==> config.mk <==
export PLATFORM = sky130hd
export DESIGN_NAME = pcsu_top
export DESIGN_NICKNAME = d
export VERILOG_FILES = /design/src/core/pcsu_pkg.sv /design/src/core/pcsu_top.sv
export SDC_FILE = /design/constraint.sdc
export NUM_CORES = 1
export LEC_CHECK = 0
export ABC_CLOCK_PERIOD_IN_PS = 5700
export BUFFER_PORTS_ARGS = -buffer_cell sky130_fd_sc_hd__clkbuf_2
export CORE_MARGIN = 2
export CORE_UTILIZATION = 55
export CTS_CLUSTER_DIAMETER = 60
export DETAILED_ROUTE_END_ITERATION = 6
export PLACE_DENSITY = 0.81
export SLEW_MARGIN = 20
export SYNTH_ARGS = -nofsm -noshare
export SYNTH_HDL_FRONTEND = slang
export SYNTH_SLANG_ARGS = --single-unit
export TNS_END_PERCENT = 50
==> constraint.sdc <==
create_clock -name hclk -period 5.7 [get_ports hclk]
set_input_delay 0.285 -clock hclk [delete_from_list [all_inputs] [get_ports hclk]]
set_output_delay 0.285 -clock hclk [all_outputs]
set_load 0.02 [all_outputs]
==> src/core/pcsu_pkg.sv <==
// package for the parameter command and security unit
package pcsu_pkg;
	localparam int unsigned CW = 32;
	// action codes
	localparam logic [31:0] ACT_NONE     = 32'h0000_0000;
	localparam logic [31:0] ACT_MODE_50  = 32'h0000_04e5; // 1253
	localparam logic [31:0] ACT_MODE_60  = 32'h0000_04e6; // 1254
	localparam logic [31:0] ACT_SAVE     = 32'h0000_03e8; // 1000
	localparam logic [31:0] ACT_SAVE_UV  = 32'h0000_03e9; // 1001
	localparam logic [31:0] ACT_DEF_50   = 32'h0000_04d1; // 1233
	localparam logic [31:0] ACT_DEF_60   = 32'h0000_04dc; // 1244
	localparam logic [31:0] ACT_SHOW_ND  = 32'h0000_2ee0; // 12000
	localparam logic [31:0] RST_REQ_CODE = 32'h0000_0064; // 100
	localparam logic [31:0] CODE_MAX     = 32'h7fff_ffff;
	// operating mode encodings
	localparam logic [1:0] MODE_OPEN_LOOP = 2'h1;
	localparam logic [1:0] MODE_RFI       = 2'h2; // rotor_flux_induction_mode
	localparam logic [1:0] MODE_RFS       = 2'h3; // rotor_flux_synchronous_mode
	// security levels
	localparam logic [2:0] LVL_BASIC     = 3'h0;
	localparam logic [2:0] LVL_ALL       = 3'h1;
	localparam logic [2:0] LVL_RO_BASIC  = 3'h2;
	localparam logic [2:0] LVL_RO_ALL    = 3'h3;
	localparam logic [2:0] LVL_STATUS    = 3'h4;
	localparam logic [2:0] LVL_NO_ACCESS = 3'h5;
	// register byte offsets
	localparam logic [7:0] OFF_ACTION   = 8'h00;
	localparam logic [7:0] OFF_MODE     = 8'h04;
	localparam logic [7:0] OFF_LEVEL    = 8'h08;
	localparam logic [7:0] OFF_CODE     = 8'h0c;
	localparam logic [7:0] OFF_UNLOCK   = 8'h10;
	localparam logic [7:0] OFF_RSTREQ   = 8'h14;
	localparam logic [7:0] OFF_CTRL     = 8'h18;
	localparam logic [7:0] OFF_STATUS   = 8'h1c;
	localparam logic [7:0] OFF_ACCESS   = 8'h20;
	// ctrl bits
	localparam int unsigned CTRL_ENABLE = 0;
	localparam int unsigned CTRL_UV     = 1;
	localparam int unsigned CTRL_SERIAL = 2;
	localparam int unsigned CTRL_EDIT   = 3;
	localparam int unsigned CTRL_BASIC  = 4;
	localparam int unsigned CTRL_ADV    = 5;
	localparam logic [1:0]  HTRANS_NONSEQ = 2'h2;
	localparam logic [2:0]  HSIZE_WORD = 3'h2;
	typedef enum logic [2:0] {
		ST_IDLE   = 3'b001,
		ST_EXEC   = 3'b010,
		ST_CLEAR  = 3'b100
	} pcsu_state_t;
endpackage

==> src/core/pcsu_top.sv <==
// parameter command interpreter and access security, ahb-lite slave
// Functional notes
// - mode change restores all defaults, security kept
// - mode change and restore only when disabled
// - 1253/1254 arm mode change 50/60 Hz
// - serial mode codes 1,2,3
// - pending action runs on any drive reset
// - mode defaults load only if mode changed
// - basic edit saved on leaving edit mode
// - advanced edits need 1000 plus reset
// - under-voltage save needs 1001
// - 1233/1244 restore and save defaults
// - levels 0-3 set visibility and writability
// - levels 4,5 status only; 5 blocks comms except ctrl writes
// - reset state basic menu, security open
// - active code blocks writes, level changeable
// - code 1 to max, active at reset
// - active code reads back as zero
// - unlock compares code, wrong code rejected
// - writing 0 after unlock disables security
// - 12000 filters non-default immediately, 0 cancels
`timescale 1ns/100ps
`default_nettype none
module pcsu_top
	import pcsu_pkg::*;
(
	input  wire logic        hclk,
	input  wire logic        hresetn,
	input  wire logic        hsel,
	input  wire logic [31:0] haddr,
	input  wire logic [1:0]  htrans,
	input  wire logic        hwrite,
	input  wire logic [2:0]  hsize,
	input  wire logic [31:0] hwdata,
	input  wire logic        hready,
	output logic      [31:0] hrdata,
	output logic             hreadyout,
	output logic             hresp,
	input  wire logic        enable_pin,
	input  wire logic        reset_pin,
	input  wire logic        reset_key,
	output logic             load_defaults,
	output logic             defaults_60hz,
	output logic             save_params,
	output logic      [1:0]  op_mode,
	output logic             filter_nondefault,
	output logic             unlock_fail
);
	// pin synchronisers, three stages, agree on last two
	logic [2:0] en_s_q, rp_s_q, rk_s_q;
	logic       rp_q, rk_q, en_q;
	always_ff @(posedge hclk or negedge hresetn) begin
		if (!hresetn) begin
			en_s_q <= 3'h0;
			rp_s_q <= 3'h0;
			rk_s_q <= 3'h0;
			rp_q   <= 1'b0;
			rk_q   <= 1'b0;
			en_q   <= 1'b0;
		end else begin
			en_s_q <= {en_s_q[1:0], enable_pin};
			rp_s_q <= {rp_s_q[1:0], reset_pin};
			rk_s_q <= {rk_s_q[1:0], reset_key};
			if (rp_s_q[2] == rp_s_q[1]) rp_q <= rp_s_q[1];
			if (rk_s_q[2] == rk_s_q[1]) rk_q <= rk_s_q[1];
			if (en_s_q[2] == en_s_q[1]) en_q <= en_s_q[1];
		end
	end
	wire rp_stable = (rp_s_q[2] == rp_s_q[1]);
	wire rk_stable = (rk_s_q[2] == rk_s_q[1]);
	wire en_level  = en_q; // enable level changes only once stages agree

	// bus address phase capture
	logic        wr_q, rd_q;
	logic [7:0]  addr_q;
	wire         take = hsel & hready & htrans[1];
	always_ff @(posedge hclk or negedge hresetn) begin
		if (!hresetn) begin
			wr_q   <= 1'b0;
			rd_q   <= 1'b0;
			addr_q <= 8'h00;
		end else begin
			wr_q   <= take & hwrite;
			rd_q   <= take & ~hwrite;
			addr_q <= haddr[7:0];
		end
	end
	assign hreadyout = 1'b1;
	assign hresp     = 1'b0;

	// write strobes
	wire w_action = wr_q && (addr_q == OFF_ACTION);
	wire w_mode   = wr_q && (addr_q == OFF_MODE);
	wire w_level  = wr_q && (addr_q == OFF_LEVEL);
	wire w_code   = wr_q && (addr_q == OFF_CODE);
	wire w_unlock = wr_q && (addr_q == OFF_UNLOCK);
	wire w_rstreq = wr_q && (addr_q == OFF_RSTREQ);
	wire w_ctrl   = wr_q && (addr_q == OFF_CTRL);

	// state registers
	logic [31:0] action_code_param_q;
	logic [1:0]  mode_q, mode_ref_q;
	logic [2:0]  level_q;
	logic [31:0] code_q;
	logic        code_active_q, unlocked_q, filter_q;
	logic [5:0]  ctrl_q;
	logic        fail_q, pend_code_q;
	pcsu_state_t st_q;

	wire serial     = ctrl_q[CTRL_SERIAL];
	wire drive_off  = ~en_level | ~ctrl_q[CTRL_ENABLE];
	wire uv         = ctrl_q[CTRL_UV];
	// level 5 blocks serial access, except writes to the ctrl register
	wire comms_lock = serial && (level_q == LVL_NO_ACCESS);
	// security code blocks writes unless unlocked
	wire sec_block  = code_active_q & ~unlocked_q;

	// visibility and write permission per level
	function automatic logic [3:0] access_of(input logic [2:0] lvl, input logic blk);
		logic vb, va, wb, wa;
		vb = 1'b0;
		va = 1'b0;
		wb = 1'b0;
		wa = 1'b0;
		case (lvl)
			LVL_BASIC: begin
				vb = 1'b1;
				wb = ~blk;
			end
			LVL_ALL: begin
				vb = 1'b1;
				va = 1'b1;
				wb = ~blk;
				wa = ~blk;
			end
			LVL_RO_BASIC: vb = 1'b1;
			LVL_RO_ALL: begin
				vb = 1'b1;
				va = 1'b1;
			end
			default: vb = 1'b0;
		endcase
		return {wa, wb, va, vb};
	endfunction
	wire [3:0] acc = access_of(level_q, sec_block);
	wire       wr_ok = acc[2] & ~comms_lock;

	// drive reset event from key, pin toggle or serial request
	// any reset source triggers pending action
	wire rst_evt = (rk_stable & rk_s_q[1] & ~rk_q) |
	               (rp_stable & (rp_s_q[1] != rp_q)) |
	               (w_rstreq & (hwdata == RST_REQ_CODE) & ~comms_lock);

	// decode of pending action
	// mode codes for 50 and 60 Hz
	wire is_mode = (action_code_param_q == ACT_MODE_50) | (action_code_param_q == ACT_MODE_60);
	wire is_def  = (action_code_param_q == ACT_DEF_50) | (action_code_param_q == ACT_DEF_60);
	// under voltage picks the save code
	wire is_save = uv ? (action_code_param_q == ACT_SAVE_UV)
	                  : (action_code_param_q == ACT_SAVE);
	wire hz60    = (action_code_param_q == ACT_MODE_60) | (action_code_param_q == ACT_DEF_60);
	wire mode_ok = (hwdata[1:0] != 2'h0) && (hwdata[31:2] == 30'h0);
	wire code_ok = (hwdata != 32'h0) && (hwdata <= CODE_MAX);

	// command execution state machine
	always_ff @(posedge hclk or negedge hresetn) begin
		if (!hresetn) begin
			st_q          <= ST_IDLE;
			load_defaults <= 1'b0;
			defaults_60hz <= 1'b0;
			save_params   <= 1'b0;
			mode_ref_q    <= MODE_OPEN_LOOP;
		end else begin
			load_defaults <= 1'b0;
			save_params   <= 1'b0;
			case (st_q)
				ST_IDLE: if (rst_evt) st_q <= ST_EXEC;
				ST_EXEC: begin
					st_q <= ST_CLEAR;
					if (drive_off) begin
						if (is_mode && (mode_q != mode_ref_q)) begin
							load_defaults <= 1'b1;
							defaults_60hz <= hz60;
							mode_ref_q    <= mode_q;
						end
						if (is_def) begin
							load_defaults <= 1'b1;
							defaults_60hz <= hz60;
							save_params   <= 1'b1;
						end
					end
					if (is_save) save_params <= 1'b1;
				end
				ST_CLEAR: st_q <= ST_IDLE;
				default: st_q <= ST_IDLE;
			endcase
			// basic edit saved on leaving edit mode
			if (w_ctrl && ctrl_q[CTRL_EDIT] && !hwdata[CTRL_EDIT] && ctrl_q[CTRL_BASIC])
				save_params <= 1'b1;
		end
	end

	// parameter and security registers
	// reset to basic level, security open
	always_ff @(posedge hclk or negedge hresetn) begin
		if (!hresetn) begin
			action_code_param_q <= ACT_NONE;
			mode_q              <= MODE_OPEN_LOOP;
			level_q             <= LVL_BASIC;
			code_q              <= 32'h0;
			code_active_q       <= 1'b0;
			unlocked_q          <= 1'b0;
			filter_q            <= 1'b0;
			ctrl_q              <= 6'h0;
			fail_q              <= 1'b0;
			pend_code_q         <= 1'b0;
		end else begin
			if (w_ctrl) ctrl_q <= hwdata[5:0];
			// a fresh write wins over the clear in the same cycle
			if (w_action && wr_ok) begin
				action_code_param_q <= hwdata;
				if (hwdata == ACT_SHOW_ND) filter_q <= 1'b1;
				else if (hwdata == ACT_NONE) filter_q <= 1'b0;
			end else if (st_q == ST_CLEAR) begin
				action_code_param_q <= ACT_NONE;
			end
			if (w_mode && wr_ok && mode_ok) mode_q <= hwdata[1:0];
			// level writable even when code active
			if (w_level && !comms_lock && (hwdata[31:3] == 29'h0) && (hwdata[2:0] <= LVL_NO_ACCESS))
				level_q <= hwdata[2:0];
			if (w_code && wr_ok) begin
				if (hwdata == 32'h0) begin
					code_q        <= 32'h0;
					code_active_q <= 1'b0;
					pend_code_q   <= 1'b0;
				end else if (code_ok) begin
					// code range, armed for next reset
					code_q      <= hwdata;
					pend_code_q <= 1'b1;
				end
			end
			if (st_q == ST_EXEC) begin
				if (pend_code_q) code_active_q <= 1'b1;
				if (!(w_code && wr_ok && code_ok)) pend_code_q <= 1'b0;
				unlocked_q  <= 1'b0;
			end
			if (w_unlock && code_active_q && !comms_lock) begin
				unlocked_q <= (hwdata == code_q);
				fail_q     <= (hwdata != code_q);
			end else if (w_ctrl) fail_q <= 1'b0;
		end
	end

	// read mux
	// active code reads as zero
	wire [31:0] code_rd = code_active_q ? 32'h0 : code_q;
	wire [31:0] status_w = {24'h0, st_q != ST_IDLE, fail_q, filter_q, unlocked_q,
	                        code_active_q, pend_code_q, drive_off, uv};
	wire [31:0] rd_mux =
		comms_lock                ? 32'h0 :
		(addr_q == OFF_ACTION)    ? action_code_param_q :
		(addr_q == OFF_MODE)      ? {30'h0, mode_q} :
		(addr_q == OFF_LEVEL)     ? {29'h0, level_q} :
		(addr_q == OFF_CODE)      ? code_rd :
		(addr_q == OFF_CTRL)      ? {26'h0, ctrl_q} :
		(addr_q == OFF_STATUS)    ? status_w :
		(addr_q == OFF_ACCESS)    ? {28'h0, acc} : 32'h0;
	assign hrdata            = rd_q ? rd_mux : 32'h0;
	assign op_mode           = mode_q;
	assign filter_nondefault = filter_q;
	assign unlock_fail       = fail_q;

	// checks
	property p_clear;
		@(posedge hclk) disable iff (!hresetn)
		(st_q == ST_CLEAR && !(w_action && wr_ok)) |=> (action_code_param_q == ACT_NONE);
	endproperty
	a_clear: assert property (p_clear) else $error("command not cleared");
	property p_def_off;
		@(posedge hclk) disable iff (!hresetn)
		load_defaults |-> $past(drive_off);
	endproperty
	a_def_off: assert property (p_def_off) else $error("defaults while enabled");
	property p_exec;
		@(posedge hclk) disable iff (!hresetn)
		(rst_evt && st_q == ST_IDLE) |=> (st_q == ST_EXEC) ##1 (st_q == ST_CLEAR);
	endproperty
	a_exec: assert property (p_exec) else $error("reset did not run action");
	property p_hide;
		@(posedge hclk) disable iff (!hresetn)
		(rd_q && addr_q == OFF_CODE && code_active_q) |-> (hrdata == 32'h0);
	endproperty
	a_hide: assert property (p_hide) else $error("code visible");
	property p_block;
		@(posedge hclk) disable iff (!hresetn)
		(code_active_q && !unlocked_q) |-> (acc[3:2] == 2'b00);
	endproperty
	a_block: assert property (p_block) else $error("write allowed under code");
	property p_lvl4;
		@(posedge hclk) disable iff (!hresetn)
		(level_q >= LVL_STATUS) |-> (acc == 4'h0);
	endproperty
	a_lvl4: assert property (p_lvl4) else $error("status level shows menus");
	property p_filter;
		@(posedge hclk) disable iff (!hresetn)
		(w_action && wr_ok && hwdata == ACT_SHOW_ND && st_q != ST_CLEAR) |=> filter_q;
	endproperty
	a_filter: assert property (p_filter) else $error("filter not immediate");
	property p_uvsave;
		@(posedge hclk) disable iff (!hresetn)
		(st_q == ST_EXEC && uv && action_code_param_q == ACT_SAVE && !w_ctrl) |=> !save_params;
	endproperty
	a_uvsave: assert property (p_uvsave) else $error("1000 saved in undervoltage");
	property p_mode_same;
		@(posedge hclk) disable iff (!hresetn)
		(st_q == ST_EXEC && is_mode && mode_q == mode_ref_q) |=> !load_defaults;
	endproperty
	a_mode_same: assert property (p_mode_same) else $error("defaults on same mode");
	property p_mode_load;
		@(posedge hclk) disable iff (!hresetn)
		(st_q == ST_EXEC && drive_off && is_mode && mode_q != mode_ref_q) |=> load_defaults;
	endproperty
	a_mode_load: assert property (p_mode_load) else $error("mode change gave no defaults");
	property p_restore;
		@(posedge hclk) disable iff (!hresetn)
		(st_q == ST_EXEC && drive_off && is_def) |=> (load_defaults && save_params);
	endproperty
	a_restore: assert property (p_restore) else $error("restore not loaded and saved");
	property p_save;
		@(posedge hclk) disable iff (!hresetn)
		(st_q == ST_EXEC && is_save) |=> save_params;
	endproperty
	a_save: assert property (p_save) else $error("save code did not save");
	property p_comms;
		@(posedge hclk) disable iff (!hresetn)
		(rd_q && comms_lock) |-> (hrdata == 32'h0);
	endproperty
	a_comms: assert property (p_comms) else $error("serial read under no access");
	property p_arm;
		@(posedge hclk) disable iff (!hresetn)
		(st_q == ST_EXEC && pend_code_q) |=> code_active_q;
	endproperty
	a_arm: assert property (p_arm) else $error("code not active after reset");
	property p_wrong;
		@(posedge hclk) disable iff (!hresetn)
		(w_unlock && code_active_q && !comms_lock && hwdata != code_q) |=> (fail_q && !unlocked_q);
	endproperty
	a_wrong: assert property (p_wrong) else $error("wrong code not rejected");
	property p_level;
		@(posedge hclk) disable iff (!hresetn)
		(w_level && !comms_lock && hwdata <= 32'(LVL_NO_ACCESS)) |=> (32'(level_q) == $past(hwdata));
	endproperty
	a_level: assert property (p_level) else $error("level write not taken");
	property p_filter_off;
		@(posedge hclk) disable iff (!hresetn)
		(w_action && wr_ok && hwdata == ACT_NONE) |=> !filter_q;
	endproperty
	a_filter_off: assert property (p_filter_off) else $error("filter not cancelled");
	c_save: cover property (@(posedge hclk) disable iff (!hresetn) save_params);
	c_def: cover property (@(posedge hclk) disable iff (!hresetn) load_defaults);
	c_unlock: cover property (@(posedge hclk) disable iff (!hresetn) $rose(unlocked_q));
	c_lock: cover property (@(posedge hclk) disable iff (!hresetn) rd_q && comms_lock);
	c_fail: cover property (@(posedge hclk) disable iff (!hresetn) $rose(fail_q));
endmodule // pcsu_top
`default_nettype wire

== Yosys cells after proc, flatten, opt, wreduce, memory -nomap -nowiden ==
Index checks and enable logic that the tools add are counted.
Operators by class
  equality and inequality tests: 32
  multiplexer cells: 47
  order comparisons: 2
  reductions and logical operators: 46
  bitwise operators: 24
Operators with widths (number)
  32-bit two-way mux: 11
  32-bit by 11-bit == test with 1-bit output (second input constant): 4
  32-bit by 10-bit == test with 1-bit output (second input constant): 2
  32-bit by 14-bit == test with 1-bit output (second input constant): 1
  32-bit == test: 1
  32-bit by 7-bit == test with 1-bit output (second input constant): 1
  8-bit by 5-bit == test with 1-bit output (second input constant): 4
  32-bit by 31-bit <= comparator with 1-bit output (second input constant): 1
  32-bit zero test: 1
  32-bit inequality test: 1
  32-bit nonzero test: 1
  1-bit two-way mux: 31
  30-bit zero test: 1
  29-bit zero test: 1
  1-bit logical AND: 24
  8-bit by 4-bit == test with 1-bit output (second input constant): 2
  8-bit two-way mux: 2
  2-bit nonzero test: 7
  1-bit AND: 11
  3-bit by 2-bit == test with 1-bit output (second input constant): 3
  8-bit by 3-bit == test with 1-bit output (second input constant): 1
  8-bit by 6-bit == test with 1-bit output (second input constant): 1
  8-bit zero test: 1
  1-bit inverter: 7
  18 further kinds: 31
Word-level totals
  flip-flop bits (word level): 110
  input port bits: 77
  word-level logic and storage cells: 175

== Longest topological paths before layout ==
Gate-level depths: netlist of the first run.
  word-level depth: 13
  mapped depth: 7
  depth with buffers taken out: 6

== Worst setup path before layout of the first run ==
OpenSTA, ideal clock, no wires.
  path type: register to output
  from: reg addr_q[5]
  to: out hrdata[0]
  data required time: 5415 ps
  setup slack: 3371 ps
  arrival time: 2044 ps
  cell stages (with the launch flop): 7
  path buffers: 1
  cell sequence: dfrtp_1 or4b_1 buf_2 nor2_1 a22o_1 a22oi_1 a211oi_1
On the way
  cells in the longest elaborated chain, start to end: 10
  elaborated cells on any way between the ends: 16
  classes of those cells: eq/ne (6); mux (9); reduce/logical (1)
RTL lines
  from (decl): RTL line pcsu_top.sv:75  | logic [7:0] addr_q;
  from (signal assigned): RTL line pcsu_top.sv:85  | addr_q <= haddr[7:0];
  8-bit by 6-bit == test with 1-bit output: RTL line pcsu_top.sv:267  | (addr_q == OFF_ACCESS) ? {28'h0, acc} : 32'h0;
  4-bit two-way mux: RTL line pcsu_top.sv:267
  8-bit two-way mux: RTL line pcsu_top.sv:266  | (addr_q == OFF_STATUS) ? status_w :
  8-bit two-way mux: RTL line pcsu_top.sv:265  | (addr_q == OFF_CTRL) ? {26'h0, ctrl_q} :
  32-bit two-way mux: RTL line pcsu_top.sv:264  | (addr_q == OFF_CODE) ? code_rd :
  32-bit two-way mux: RTL line pcsu_top.sv:263  | (addr_q == OFF_LEVEL) ? {29'h0, level_q} :
  32-bit two-way mux: RTL line pcsu_top.sv:262  | (addr_q == OFF_MODE) ? {30'h0, mode_q} :
  32-bit two-way mux (*): RTL line pcsu_top.sv:261  | (addr_q == OFF_ACTION) ? action_code_param_q :
  32-bit two-way mux (*): RTL line pcsu_top.sv:260  | comms_lock ? 32'h0 :
  32-bit two-way mux (*): RTL line pcsu_top.sv:268  | assign hrdata = rd_q ? rd_mux : 32'h0;
  to (decl): RTL line pcsu_top.sv:36  | output logic [31:0] hrdata,
Mark *: on every way between the ends. The rest lies on a longest branch, timed or not.

== Worst setup path in the final report of the first run ==
  from: reg addr_q[2]
  to: reg filter_q, in the netlist filter_nondefault
On the way
  cells in the longest elaborated chain, start to end: 4
RTL lines
  8-bit zero test: RTL line pcsu_top.sv:92  | wire w_action = wr_q && (addr_q == OFF_ACTION);
  1-bit logical AND: RTL line pcsu_top.sv:92
  1-bit logical AND: RTL line pcsu_top.sv:220  | if (w_action && wr_ok) begin
  2-bit AND reduction (no line)
  to (signal assigned): RTL line pcsu_top.sv:213  | filter_q <= 1'b0;
  to (signal assigned): RTL line pcsu_top.sv:222  | if (hwdata == ACT_SHOW_ND) filter_q <= 1'b1;
  to (signal assigned): RTL line pcsu_top.sv:223  | else if (hwdata == ACT_NONE) filter_q <= 1'b0;
  to (decl): RTL line pcsu_top.sv:105  | logic code_active_q, unlocked_q, filter_q;
No other way between the ends.
A chain may end at the register's enable or synchronous reset.

==> results.ini, run 1 <==
[run_status]
status = completed

[timing]
fin_ws_ns = 2.21
setup_viol = 0
post-route-period-util_pct = 61.3
fmax_ghz = 0.286
rsz0062_at_grt = false
slew_violations = 0
relSlewSlack_pct = 25.4
worst_pin_slew_ns = 1.12
layout_min_cycle_time_ns = 3.49
skew_ns = 0.00940
setup_tns_ns = 0
finalHoldViolations = 0

[pwr]
switchingPower_uw = 389
leakage_uw = 0.00286
pwr-share-seq_pct = 54.5
powerDensity_mw_per_mm2 = 244
clockPowerShare_pct = 35.5
comb_power_share_pct = 10.0
power_uw = 1570
power.internal_uw = 1180
vdd_ir_drop_max_uv = 132
power_switching_share_pct = 24.8

[logic_synthesis]
synth_area_sq_mm = 0.00564
ys_ff_latch = 110
ys_warn_count = 0
synthArstFlopShare_pct = 100
yosys_most_used_dff = dfrtp_1
synth_seq_area_share_pct = 48.9
yosysUniqueCellTypes = 57
syn_nets = 573
syn_inst = 495
avgSynthCellArea_sq_um = 11.4
synth_edf_count = 0

[die]
die_area_sq_mm = 0.0111
die_h_um = 105
rows = 36
die-width_um = 105
initial_core_util_pct = 57.2
core-area_sq_mm = 0.00986
io_pins = 118

[worst_setup_path]
r2r_slack_ns = 2.21
cpPeakStageDelay_ns = 0.71
critical_path_class = register to register
crit_fanout = 32
crit_buf_inv = 1
r2r_start = addr_q[2]
cp.required_ns = 6.01
rr_worst_depth = 6
cp_top_family = simple AND/OR/NAND/NOR gates
crit_slowest_cell = nor2_4
critPathLaunchType = register
arrival_ns = 3.80
setup.worst_path.end_class = register
reg2reg_to = filter_nondefault
crit_chain = or4_1 > nor2_4 > and2_1 > buf_4 > nand4_1 > o21ai_0

[cells_and_area]
syn_to_final_growth_pct = 13.9
fin_nets = 654
drive_above_1_share_pct = 27.4
layout_commonest_cell = dfrtp_1
diodes = 0
final_cell_mix = dfrtp_1, clkbuf_2, nor2_1
utilization_pct = 65.1

[detailed_routing]
drt_pass1_iterations = 5
avgRoutedWirePerCell_um = 20.5
drt_iter0_drc = 510
avgViaCountPerCell = 6.31
vias = 4504
drc = 0
wirelength_mm = 14.7
postRouteAntennaNets = 0

[global_routing]
antenna_found_initial = 0
grt_max_degree = 75
track_usage_pct = 27.3
grt_pass1_wl_mm = 23.5
grt_pass1_vias = 4360
gr-total-overflow = 0

[cts]
cts_max_level = 3
insertion_delay_ns = 0.38
clk_path_buf_depth = 2
ctsResizeCount = 0
clkTransAtPathRegs_ns = 0.10
cts_root_buf = clkbuf_8
cts_made_buffers = 9
cts_tree = yes
cts.sinks = 110

[worst_hold_path]
holdPathEnd = rk_s_q[0]
whs_path_depth = 1
worstHoldPathType = input pin to register
min-delay-start = reset_key

[placement]
dp_hpwl_mm = 10.2
io_buffers = 87
gp_congestion = 0.935
place_ws_ns = 2.30

[flow_run]
drv_cap = 0

-- worst max-delay path by stage --
stage / end / start / depth (start not counted)
finish: filter_nondefault / addr_q[2] / 6
global route: filter_nondefault / addr_q[2] / 6
CTS: filter_nondefault / addr_q[2] / 6
detailed placement: filter_nondefault / addr_q[2] / 6
global placement: filter_nondefault / addr_q[2] / 6
floorplan: hrdata[0] / addr_q[5] / 6
-- state kept, by name, indices dropped and copies added, names as in the netlist, 2 cells and up --
| register | flops |
|---|---|
| action_code_param_q | 32 |
| addr_q | 8 |
| code_q | 32 |
| ctrl_q | 6 |
| en_s_q | 3 |
| level_q | 3 |
| mode_ref_q | 2 |
| op_mode | 2 |
| rk_s_q | 3 |
| rp_s_q | 3 |
| st_q | 3 |
-- power by group through the flow --
stage | clock (uW) | combinational, uW | sequential, uW
3_3_place_gp | 0 | 146 | 864
4_1_cts | 561 | 155 | 852
3_5_place_dp | 0 | 150 | 868
5_1_grt | 587 | 173 | 858
2_1_floorplan | 0 | 88.9 | 854
6_report | 556 | 157 | 854
-- repair_timing --
| item | CTS | global route |
|---|---|---|
| setup buffers | 0 | 0 |
| hold buffers | 9 | 1 |
| hold endpoints to repair | 42 | 1 |
-- through the flow --
stage	instances	instance area, sq um	hold slack, ns
global route	714	6420	0.00242
global placement	688	6080	0.254
CTS	713	6410	0.00174
floorplan	495	5640	-0.0106
finish	714	6420	0.00283
detailed placement	688	6090	0.268
-- cells in the mapped netlist (6+ instances only) --
| cell type | count | area share [%] |
|---|---|---|
| nor3_1 | 12 | 1.1 |
| mux2_2 | 11 | 2.2 |
| a22oi_1 | 25 | 3.3 |
| buf_6 | 7 | 1.4 |
| buf_2 | 10 | 0.89 |
| dfrtp_1 | 107 | 47 |
| nand4_1 | 17 | 1.9 |
| mux2_1 | 6 | 1.2 |
| inv_1 | 7 | 0.47 |
| and3_1 | 6 | 0.67 |
| o21ai_0 | 10 | 0.89 |
| nand3_1 | 12 | 1.1 |
| nand2_1 | 24 | 1.6 |
| a21oi_1 | 8 | 0.71 |
| clkbuf_1 | 10 | 0.67 |
| mux2_4 | 28 | 7.5 |
| nor2_1 | 40 | 2.7 |
| nor4_1 | 12 | 1.3 |
| xnor2_1 | 32 | 5.0 |
| a22o_1 | 34 | 5.3 |
-- cells by family after synthesis --
| kind of cell | count (synthesis) | share of synthesized area (%) |
|---|---|---|
| fa+ha+maj | 3 | 0.577 |
| simple gates | 157 | 15.7 |
| buf+inv | 37 | 3.82 |
| compound gates | 101 | 13.7 |
| mux | 49 | 11.6 |
| other cells | 2 | 0.133 |
| xor+xnor | 36 | 5.59 |
| flops | 110 | 48.9 |
-- routing by layer --
layer,up-vias,routed length [um],global-route usage (%)
met1,2260,6330,39.9
met5,-,0,0
met3,21,1230,5.69
met4,0,239,8.95
li1,1996,-,-
met2,227,6860,40.9
-- area by class of cell --
| type | count | area [sq um] |
|---|---|---|
| Clock inverter | 6 | 110 |
| Fill cell | 757 | 3440 |
| Sequential cell | 110 | 2760 |
| Multi-Input combinational cell | 348 | 2680 |
| Clock buffer | 10 | 128 |
| Timing Repair Buffer | 100 | 561 |
| Inverter | 7 | 26.3 |
| Tap cell | 133 | 166 |
-- worst reg2reg max path: stages, from the launching register on --
cell,delay [ns]
dfrtp_1,0.67
or4_1,0.59
nor2_4,0.71
and2_1,0.69
buf_4,0.41
nand4_1,0.18
o21ai_0,0.18
No activity file was read; power rests on OpenSTA's default activity.
==> run 2, diff against run 1 <==
--- a/config.mk
+++ b/config.mk
@@ -5,13 +5,14 @@
 export SDC_FILE = /design/constraint.sdc
 export NUM_CORES = 1
 export LEC_CHECK = 0
-export ABC_CLOCK_PERIOD_IN_PS = 5700
+export ABC_AREA = 1
+export ABC_CLOCK_PERIOD_IN_PS = 3200
 export BUFFER_PORTS_ARGS = -buffer_cell sky130_fd_sc_hd__clkbuf_2
 export CORE_MARGIN = 2
-export CORE_UTILIZATION = 55
+export CORE_UTILIZATION = 51
 export CTS_CLUSTER_DIAMETER = 60
 export DETAILED_ROUTE_END_ITERATION = 6
-export PLACE_DENSITY = 0.81
+export PLACE_DENSITY = 0.78
 export SLEW_MARGIN = 20
 export SYNTH_ARGS = -nofsm -noshare
 export SYNTH_HDL_FRONTEND = slang
==> constraint.sdc (replaced) <==
create_clock -name hclk -period 3.2 [get_ports hclk]
set_input_delay 0.16 -clock hclk [delete_from_list [all_inputs] [get_ports hclk]]
set_output_delay 0.16 -clock hclk [all_outputs]
set_load 0.02 [all_outputs]
==> run 2 against run 1 <==
  * Combinational power increased to 4.4 times the previous value
  * Cell area rose by 9.8%
  * Synthesized area grew 9.5%
  * Final cell count rose by 42%
  * Die area up 17%
  * Wire length rose by 10%
  * Non-clock buffer count is 6 higher
  * Critical path type is now register to output port
  * Clock-buffer cell count rose by 2
  * Global-route usage down 1.3 points
  * Clock power up 100%
  * Sequential power up 110%
  * Synthesized cell count increased by 56%
==> results.ini, run 2 <==
[cts]
cts.sinks = 110  ; unchanged
insertion_delay_ns = 0.36  ; -0.02 ns
cts_max_level = 3  ; unchanged
cts_setup_buffers = 0  ; unchanged
cts_tree = yes
clk_path_buf_depth = 2  ; unchanged
cts_made_buffers = 9  ; unchanged
cts_root_buf = clkbuf_16
clkTransAtPathRegs_ns = 0.07  ; -0.03 ns

[worst_setup_path]
arrival_ns = 2.37  ; -1.43 ns
critPathLaunch = code_active_q
reg2reg_to = action_code_param_q[26]
r2r_slack_ns = 0.80  ; -1.41 ns
rr_worst_depth = 8  ; +2
critical_path_class = register to output port
setup.worst_path.end_class = output port
crit_fanout = 28  ; -13%
endpoint = hrdata[2]
cp.required_ns = 3.04  ; -2.97 ns
r2r_start = addr_q[2]
critPathLaunchType = register

[run_status]
status = completed

[timing]
fin_ws_ns = 0.671  ; -1.53 ns
finalHoldViolations = 0  ; unchanged
slew_violations = 0  ; unchanged
setup_viol = 0  ; unchanged
setup_tns_ns = 0  ; unchanged
post-route-period-util_pct = 79.0
skew_ns = 0.00468  ; -0.00472 ns
rsz0062_at_grt = false
layout_min_cycle_time_ns = 2.53
relSlewSlack_pct = 45.4  ; +20 points
worst_pin_slew_ns = 0.818  ; -0.301 ns
fmax_ghz = 0.395

[cells_and_area]
diodes = 0  ; unchanged
drive_above_1_share_pct = 20.0  ; -7.4 points
final_cell_mix = nand2_1, inv_1, dfrtp_1
fin_area_sq_mm = 0.00705  ; +9.8%
reg_top3 = action_code_param_q: 32 flops, code_q: 32 flops, addr_q: 8 flops
layout_commonest_cell = nand2_1
syn_to_final_growth_pct = 14.2
fin_nets = 941  ; +44%

[global_routing]
grt_max_degree = 65  ; -13%
grt_use_met3_pct = 4.20  ; -1.5 points
grtUsageMet2_pct = 40.4  ; -0.52 points
grt_pass1_vias = 5161  ; +18%
met1_usage_pct = 36.3  ; -3.6 points
track_usage_pct = 26.0  ; -1.3 points
grt_pass1_wl_mm = 26.3  ; +12%
antenna_found_initial = 0  ; unchanged
grt_busiest_layer = met2
gr-total-overflow = 0  ; unchanged

[logic_synthesis]
synth_edf_count = 0  ; unchanged
ys_warn_count = 0  ; unchanged
yosys_most_used_dff = dfrtp_1
synth_commonest_cells = nand2_1, inv_1, dfrtp_1
synth_seq_area_share_pct = 44.6  ; -4.2 points
synth.most_common_cell = nand2_1
syn_nets = 850  ; +48%
ys_ff_latch = 110  ; unchanged
synthArstFlopShare_pct = 100  ; unchanged
synth_top_cell_area_share_pct = 43.4  ; -4.1 points
yosysUniqueCellTypes = 38  ; -33%
syn_inst = 772  ; +56%
synth_area_sq_mm = 0.00618  ; +9.5%
synth_area_leader_cell = dfrtp_1
avgSynthCellArea_sq_um = 8.00  ; -30%
synthTopCellsByArea = dfrtp_1, nand2_1, inv_1, nand3_1, o21ai_2

[die]
die-width_um = 114  ; +8.4%
io_pins = 118  ; unchanged
core-area_sq_mm = 0.0119  ; +21%
die_h_um = 114  ; +8.4%
die_area_sq_mm = 0.0130  ; +17%
rows = 40  ; +11%
initial_core_util_pct = 51.8  ; -5.3 points

[detailed_routing]
avgRoutedWirePerCell_um = 15.9  ; -23%
avgViaCountPerCell = 5.50  ; -13%
vias = 5582  ; +24%
drt_iter0_drc = 538  ; +5.5%
drc = 0  ; unchanged
postRouteAntennaNets = 0  ; unchanged
drt_pass1_iterations = 6  ; +1
wirelength_mm = 16.1  ; +10%

[pwr]
powerDensity_mw_per_mm2 = 509  ; +110%
vdd_ir_drop_max_uv = 268  ; +100%
leakage_uw = 0.00337  ; +18%
power_uw = 3590  ; +130%

[placement]
dp_hpwl_mm = 11.4  ; +13%
place_ws_ns = 0.857  ; -1.44 ns
gp_congestion = 0.922  ; -1.3%
io_buffers = 87  ; unchanged
placed_area_sq_mm = 0.00663  ; +9.0%

[worst_hold_path]
worstHoldPathType = input pin to register

[flow_run]
drv_cap = 0  ; unchanged

-- run 2: cell count changes after synthesis, moves of 15 or more --
cell,previous run,this run
a22oi_1,25,0
a21oi_1,8,38
nand2_1,24,182
nor2_1,40,55
nand3_1,12,72
inv_1,7,109
o21ai_2,0,31
mux2_4,28,0
a22o_1,34,0
-- run 2: what timing repair did --
item | CTS | global route
hold buffers | 13 | 0
endpoints found under the hold margin | 71 | 0
resized for setup | 0 | 0
-- run 2: area by class of cell --
class	count	area, sq um
tap	147	184
clock inverter	3	45.0
fill	1095	4860
multi-input combinational	521	2760
clock buffer	12	246
inverter	115	444
timing repair buffer	106	613
sequential	110	2760
-- run 2: logic make-up (layout without fill, tap and decap cells) --
logic type	count (synthesis)	count (layout)	share of synthesized area (%)
flops	110	110	44.6
other cells	2	2	0.122
xor+xnor	28	28	3.97
buf+inv	141	236	10.6
compound gates	122	122	13.8
simple gates	367	367	26.5
fa+ha+maj	2	2	0.365
-- run 2: critical path: stages, from the launching register on --
cell and delay (ns):
dfrtp_1 0.53, inv_6 0.29, nor2_1 0.11, nor2_2 0.27
nand3_1 0.12, nand2_1 0.09, nand2_1 0.07, nand3_1 0.09
nand2_1 0.06, a21oi_1 0.18, clkbuf_2 0.20
-- run 2: how the worst min path moves through the flow --
stage,cells after the start,endpoint,slack (ns),from
final,3,rd_q,0.03,hready
after global routing,3,rd_q,0.07,hready
after CTS,3,rd_q,0.02,hready
after detailed placement,1,rk_s_q[0],0.27,reset_key
after global placement,1,rk_s_q[0],0.27,reset_key
after floorplan,0,action_code_param_q[0],-0.14,hresetn
-- run 2: where the power goes --
group / total [uW] / switching, uW / leakage, uW / internal (uW)
Clock: 1130 / 506 / 0.000135 / 625
Sequential: 1770 / 146 / 0.00139 / 1630
Combinational: 690 / 429 / 0.00185 / 261
Total: 3590 / 1080 / 0.00337 / 2510
-- run 2: metrics by stage --
step,hold WS (ns),std cells,util [%]
finish,0.0305,1014,59.2
global route,0.0678,1014,59.2
CTS,0.0241,1014,59.2
detailed placement,0.270,986,55.7
global placement,0.269,986,55.7
floorplan,-0.136,772,-
-- run 2: routing by layer --
layer / vias to the layer above / wire (um)
met5: - / 0
met4: 0 / 439
met3: 41 / 1180
met2: 259 / 7540
met1: 2580 / 6960
li1: 2702 / -
==> run 3, diff against run 2 <==
--- a/config.mk
+++ b/config.mk
@@ -5,14 +5,14 @@
 export SDC_FILE = /design/constraint.sdc
 export NUM_CORES = 1
 export LEC_CHECK = 0
-export ABC_AREA = 1
-export ABC_CLOCK_PERIOD_IN_PS = 3200
+export ABC_AREA = 0
+export ABC_CLOCK_PERIOD_IN_PS = 2350
 export BUFFER_PORTS_ARGS = -buffer_cell sky130_fd_sc_hd__clkbuf_2
 export CORE_MARGIN = 2
-export CORE_UTILIZATION = 51
+export CORE_UTILIZATION = 55
 export CTS_CLUSTER_DIAMETER = 60
 export DETAILED_ROUTE_END_ITERATION = 6
-export PLACE_DENSITY = 0.78
+export PLACE_DENSITY = 0.81
 export SLEW_MARGIN = 20
 export SYNTH_ARGS = -nofsm -noshare
 export SYNTH_HDL_FRONTEND = slang
==> constraint.sdc (replaced) <==
create_clock -name hclk -period 2.35 [get_ports hclk]
set_input_delay 0.1175 -clock hclk [delete_from_list [all_inputs] [get_ports hclk]]
set_output_delay 0.1175 -clock hclk [all_outputs]
set_load 0.02 [all_outputs]
==> run 3 against run 2 <==
  * The run now ends with setup timing left
  * Register-to-register slack got worse by 0.77 ns
  * Final cell count fell by 26%
  * First-iteration DRC count fell by 3.5%
  * Cell area fell by 1.3%
  * Setup slack got worse by 0.69 ns
  * Total power rose by 0.18%
  * Via count fell by 16%
  * Core utilization rose by 11 points
  * Wire length fell by 0.68%
  * Sequential share of layout area rose by 0.63 points
  * Critical endpoint is now hrdata[22]
==> results.ini, run 3 (synthesis results as in run 1) <==
[timing]
skew_ns = 0.0174  ; +0.0127 ns
post-route-period-util_pct = 101
fin_ws_ns = -0.0216  ; -0.693 ns
finalHoldViolations = 0  ; unchanged
setup_viol = 5  ; +5
relSlewSlack_pct = 43.8  ; -1.6 points
fmax_ghz = 0.422
slew_violations = 0  ; unchanged
setup_tns_ns = -0.0688  ; -0.0688 ns
worst_pin_slew_ns = 0.843  ; +0.0245 ns
layout_min_cycle_time_ns = 2.37
rsz0062_at_grt = true

[worst_setup_path]
cp.required_ns = 2.23  ; -0.81 ns
r2r_slack_ns = 0.03  ; -0.77 ns
rr_worst_depth = 7  ; -1
arrival_ns = 2.25  ; -0.12 ns
critical_path_class = register to output port
critPathLaunchType = register
setup.worst_path.end_class = output port
crit_fanout = 8  ; -71%
reg2reg_to = filter_nondefault
r2r_start = addr_q[4]

[detailed_routing]
drc = 0  ; unchanged
drt_pass1_iterations = 5  ; -1
drt_iter0_drc = 519  ; -3.5%
postRouteAntennaNets = 0  ; unchanged
avgRoutedWirePerCell_um = 21.3  ; +34%
vias = 4697  ; -16%
wirelength_mm = 16.0  ; -0.68%
avgViaCountPerCell = 6.25  ; +13%

[placement]
place_ws_ns = 0.124  ; -0.733 ns
dp_hpwl_mm = 10.9  ; -4.3%
io_buffers = 87  ; unchanged
gp_congestion = 0.925  ; +0.25%

[worst_hold_path]
min-delay-start = hwdata[17]
worstHoldPathType = input pin to register
whs_path_depth = 2  ; -1
holdPathEnd = action_code_param_q[17]

[die]
die-width_um = 105  ; -7.7%
rows = 36  ; -10%
initial_core_util_pct = 57.2  ; +5.3 points
die_h_um = 105  ; -7.7%
core-area_sq_mm = 0.00986  ; -17%
die_area_sq_mm = 0.0111  ; -15%
io_pins = 118  ; unchanged

[pwr]
vdd_ir_drop_max_uv = 291  ; +8.5%
leakage_uw = 0.00310  ; -7.9%
powerDensity_mw_per_mm2 = 517  ; +1.5%

[cts]
cts_tree = yes
cts.sinks = 110  ; unchanged
cts_made_buffers = 9  ; unchanged
clk_path_buf_depth = 2  ; unchanged
insertion_delay_ns = 0.37  ; about the same
cts_root_buf = clkbuf_8
clkTransAtPathRegs_ns = 0.10  ; +0.03 ns
cts_max_level = 3  ; unchanged

[global_routing]
grt_pass1_wl_mm = 25.3  ; -4.1%
grt_pass1_vias = 4688  ; -9.2%
antenna_found_initial = 0  ; unchanged
gr-total-overflow = 0  ; unchanged
track_usage_pct = 29.2  ; +3.2 points
grt_max_degree = 51  ; -22%

[cells_and_area]
fillers = 730  ; -33%
diodes = 0  ; unchanged
syn_to_final_growth_pct = 23.5
fin_nets = 692  ; -26%
final_cell_mix = dfrtp_1, clkbuf_2, nor2_1
drive_above_1_share_pct = 34.4  ; +14 points
layout_commonest_cell = dfrtp_1
reg_top3 = action_code_param_q: 32 flops, code_q: 32 flops, addr_q: 8 flops

[run_status]
status = complete, but fails checks
violations = setup timing

[flow_run]
drv_cap = 0  ; unchanged

-- run 3: cell count changes in the layout (fill, tap and decap cells not counted), moves of 17 or more --
cell	before	now
a21oi_1	38	6
buf_4	7	35
a22o_1	0	34
o21ai_2	31	0
mux2_4	0	28
nand2_1	182	24
a22oi_1	0	23
inv_1	109	7
clkbuf_2	86	63
nor2_1	55	38
nand3_1	72	12
-- run 3: metrics by stage --
stage	power, uW	utilization, %	cells	hold slack (ns)	cell area [sq um]
after floorplan	2290	-	495	-0.178	5640
after global placement	2460	63.5	705	0.181	6270
after detailed placement	2480	63.5	705	0.191	6270
after CTS	3590	68.5	745	0.0257	6760
after global routing	3750	70.6	752	0.0393	6960
final	3600	70.6	752	0.0334	6960
-- run 3: final cells by class --
cell class              count  area [sq um]  area share (%)
clock inverters             4          50.0           0.719
flip-flops and latches    110          2770            39.7
clock buffers              12           135            1.94
well taps                 133           166            2.39
repair buffers            138          1060            15.2
inverters                   7          26.3           0.377
multi-input cells         348          2760            39.6
-- run 3: worst max-delay path by stage --
stage	startpoint	slack, ns	endpoint	cells after the start
6_report	addr_q[4]	-0.02	hrdata[22]	7
2_1_floorplan	addr_q[5]	0.19	hrdata[0]	6
5_1_grt	addr_q[4]	-0.08	hrdata[1]	8
4_1_cts	addr_q[1]	-0.01	hrdata[2]	6
3_3_place_gp	addr_q[5]	0.15	hrdata[0]	6
3_5_place_dp	addr_q[3]	0.12	filter_nondefault	6
-- run 3: worst max-delay path, cell delays in order (launching register included) --
cell and delay (ns):
dfrtp_2 0.43, or4_4 0.60, nor2_4 0.16, buf_12 0.14, buf_12 0.13, a22oi_1 0.08, nor2_1 0.14, clkbuf_2 0.20
-- run 3: repair_timing --
item,4_1_cts,5_1_grt
gates resized for setup,21,59
pin swaps,6,13
endpoints found under the setup margin,30,30
gates cloned,1,2
hold endpoints to repair,59,0
hold buffers,16,0
buffers inserted,7,6
-- run 3: report_power, final --
part           leakage, uW  switching, uW  internal (uW)  total, uW
registers          0.00141           84.7           1980       2060
logic              0.00160            230            202        432
clock network    0.0000866            610            493       1100
total              0.00310            925           2670       3600
-- run 3: layer usage --
layer  vias to the layer above  global-route usage [%]  wire [um]  part of all wire, %
li1                       2077                       -          -                    -
met1                      2385                    42.5       7040                   44
met2                       210                    44.8       7630                   48
met3                        25                    3.90       1040                  6.5
met4                         0                    10.7        296                  1.8
met5                         -                       0          0                    0
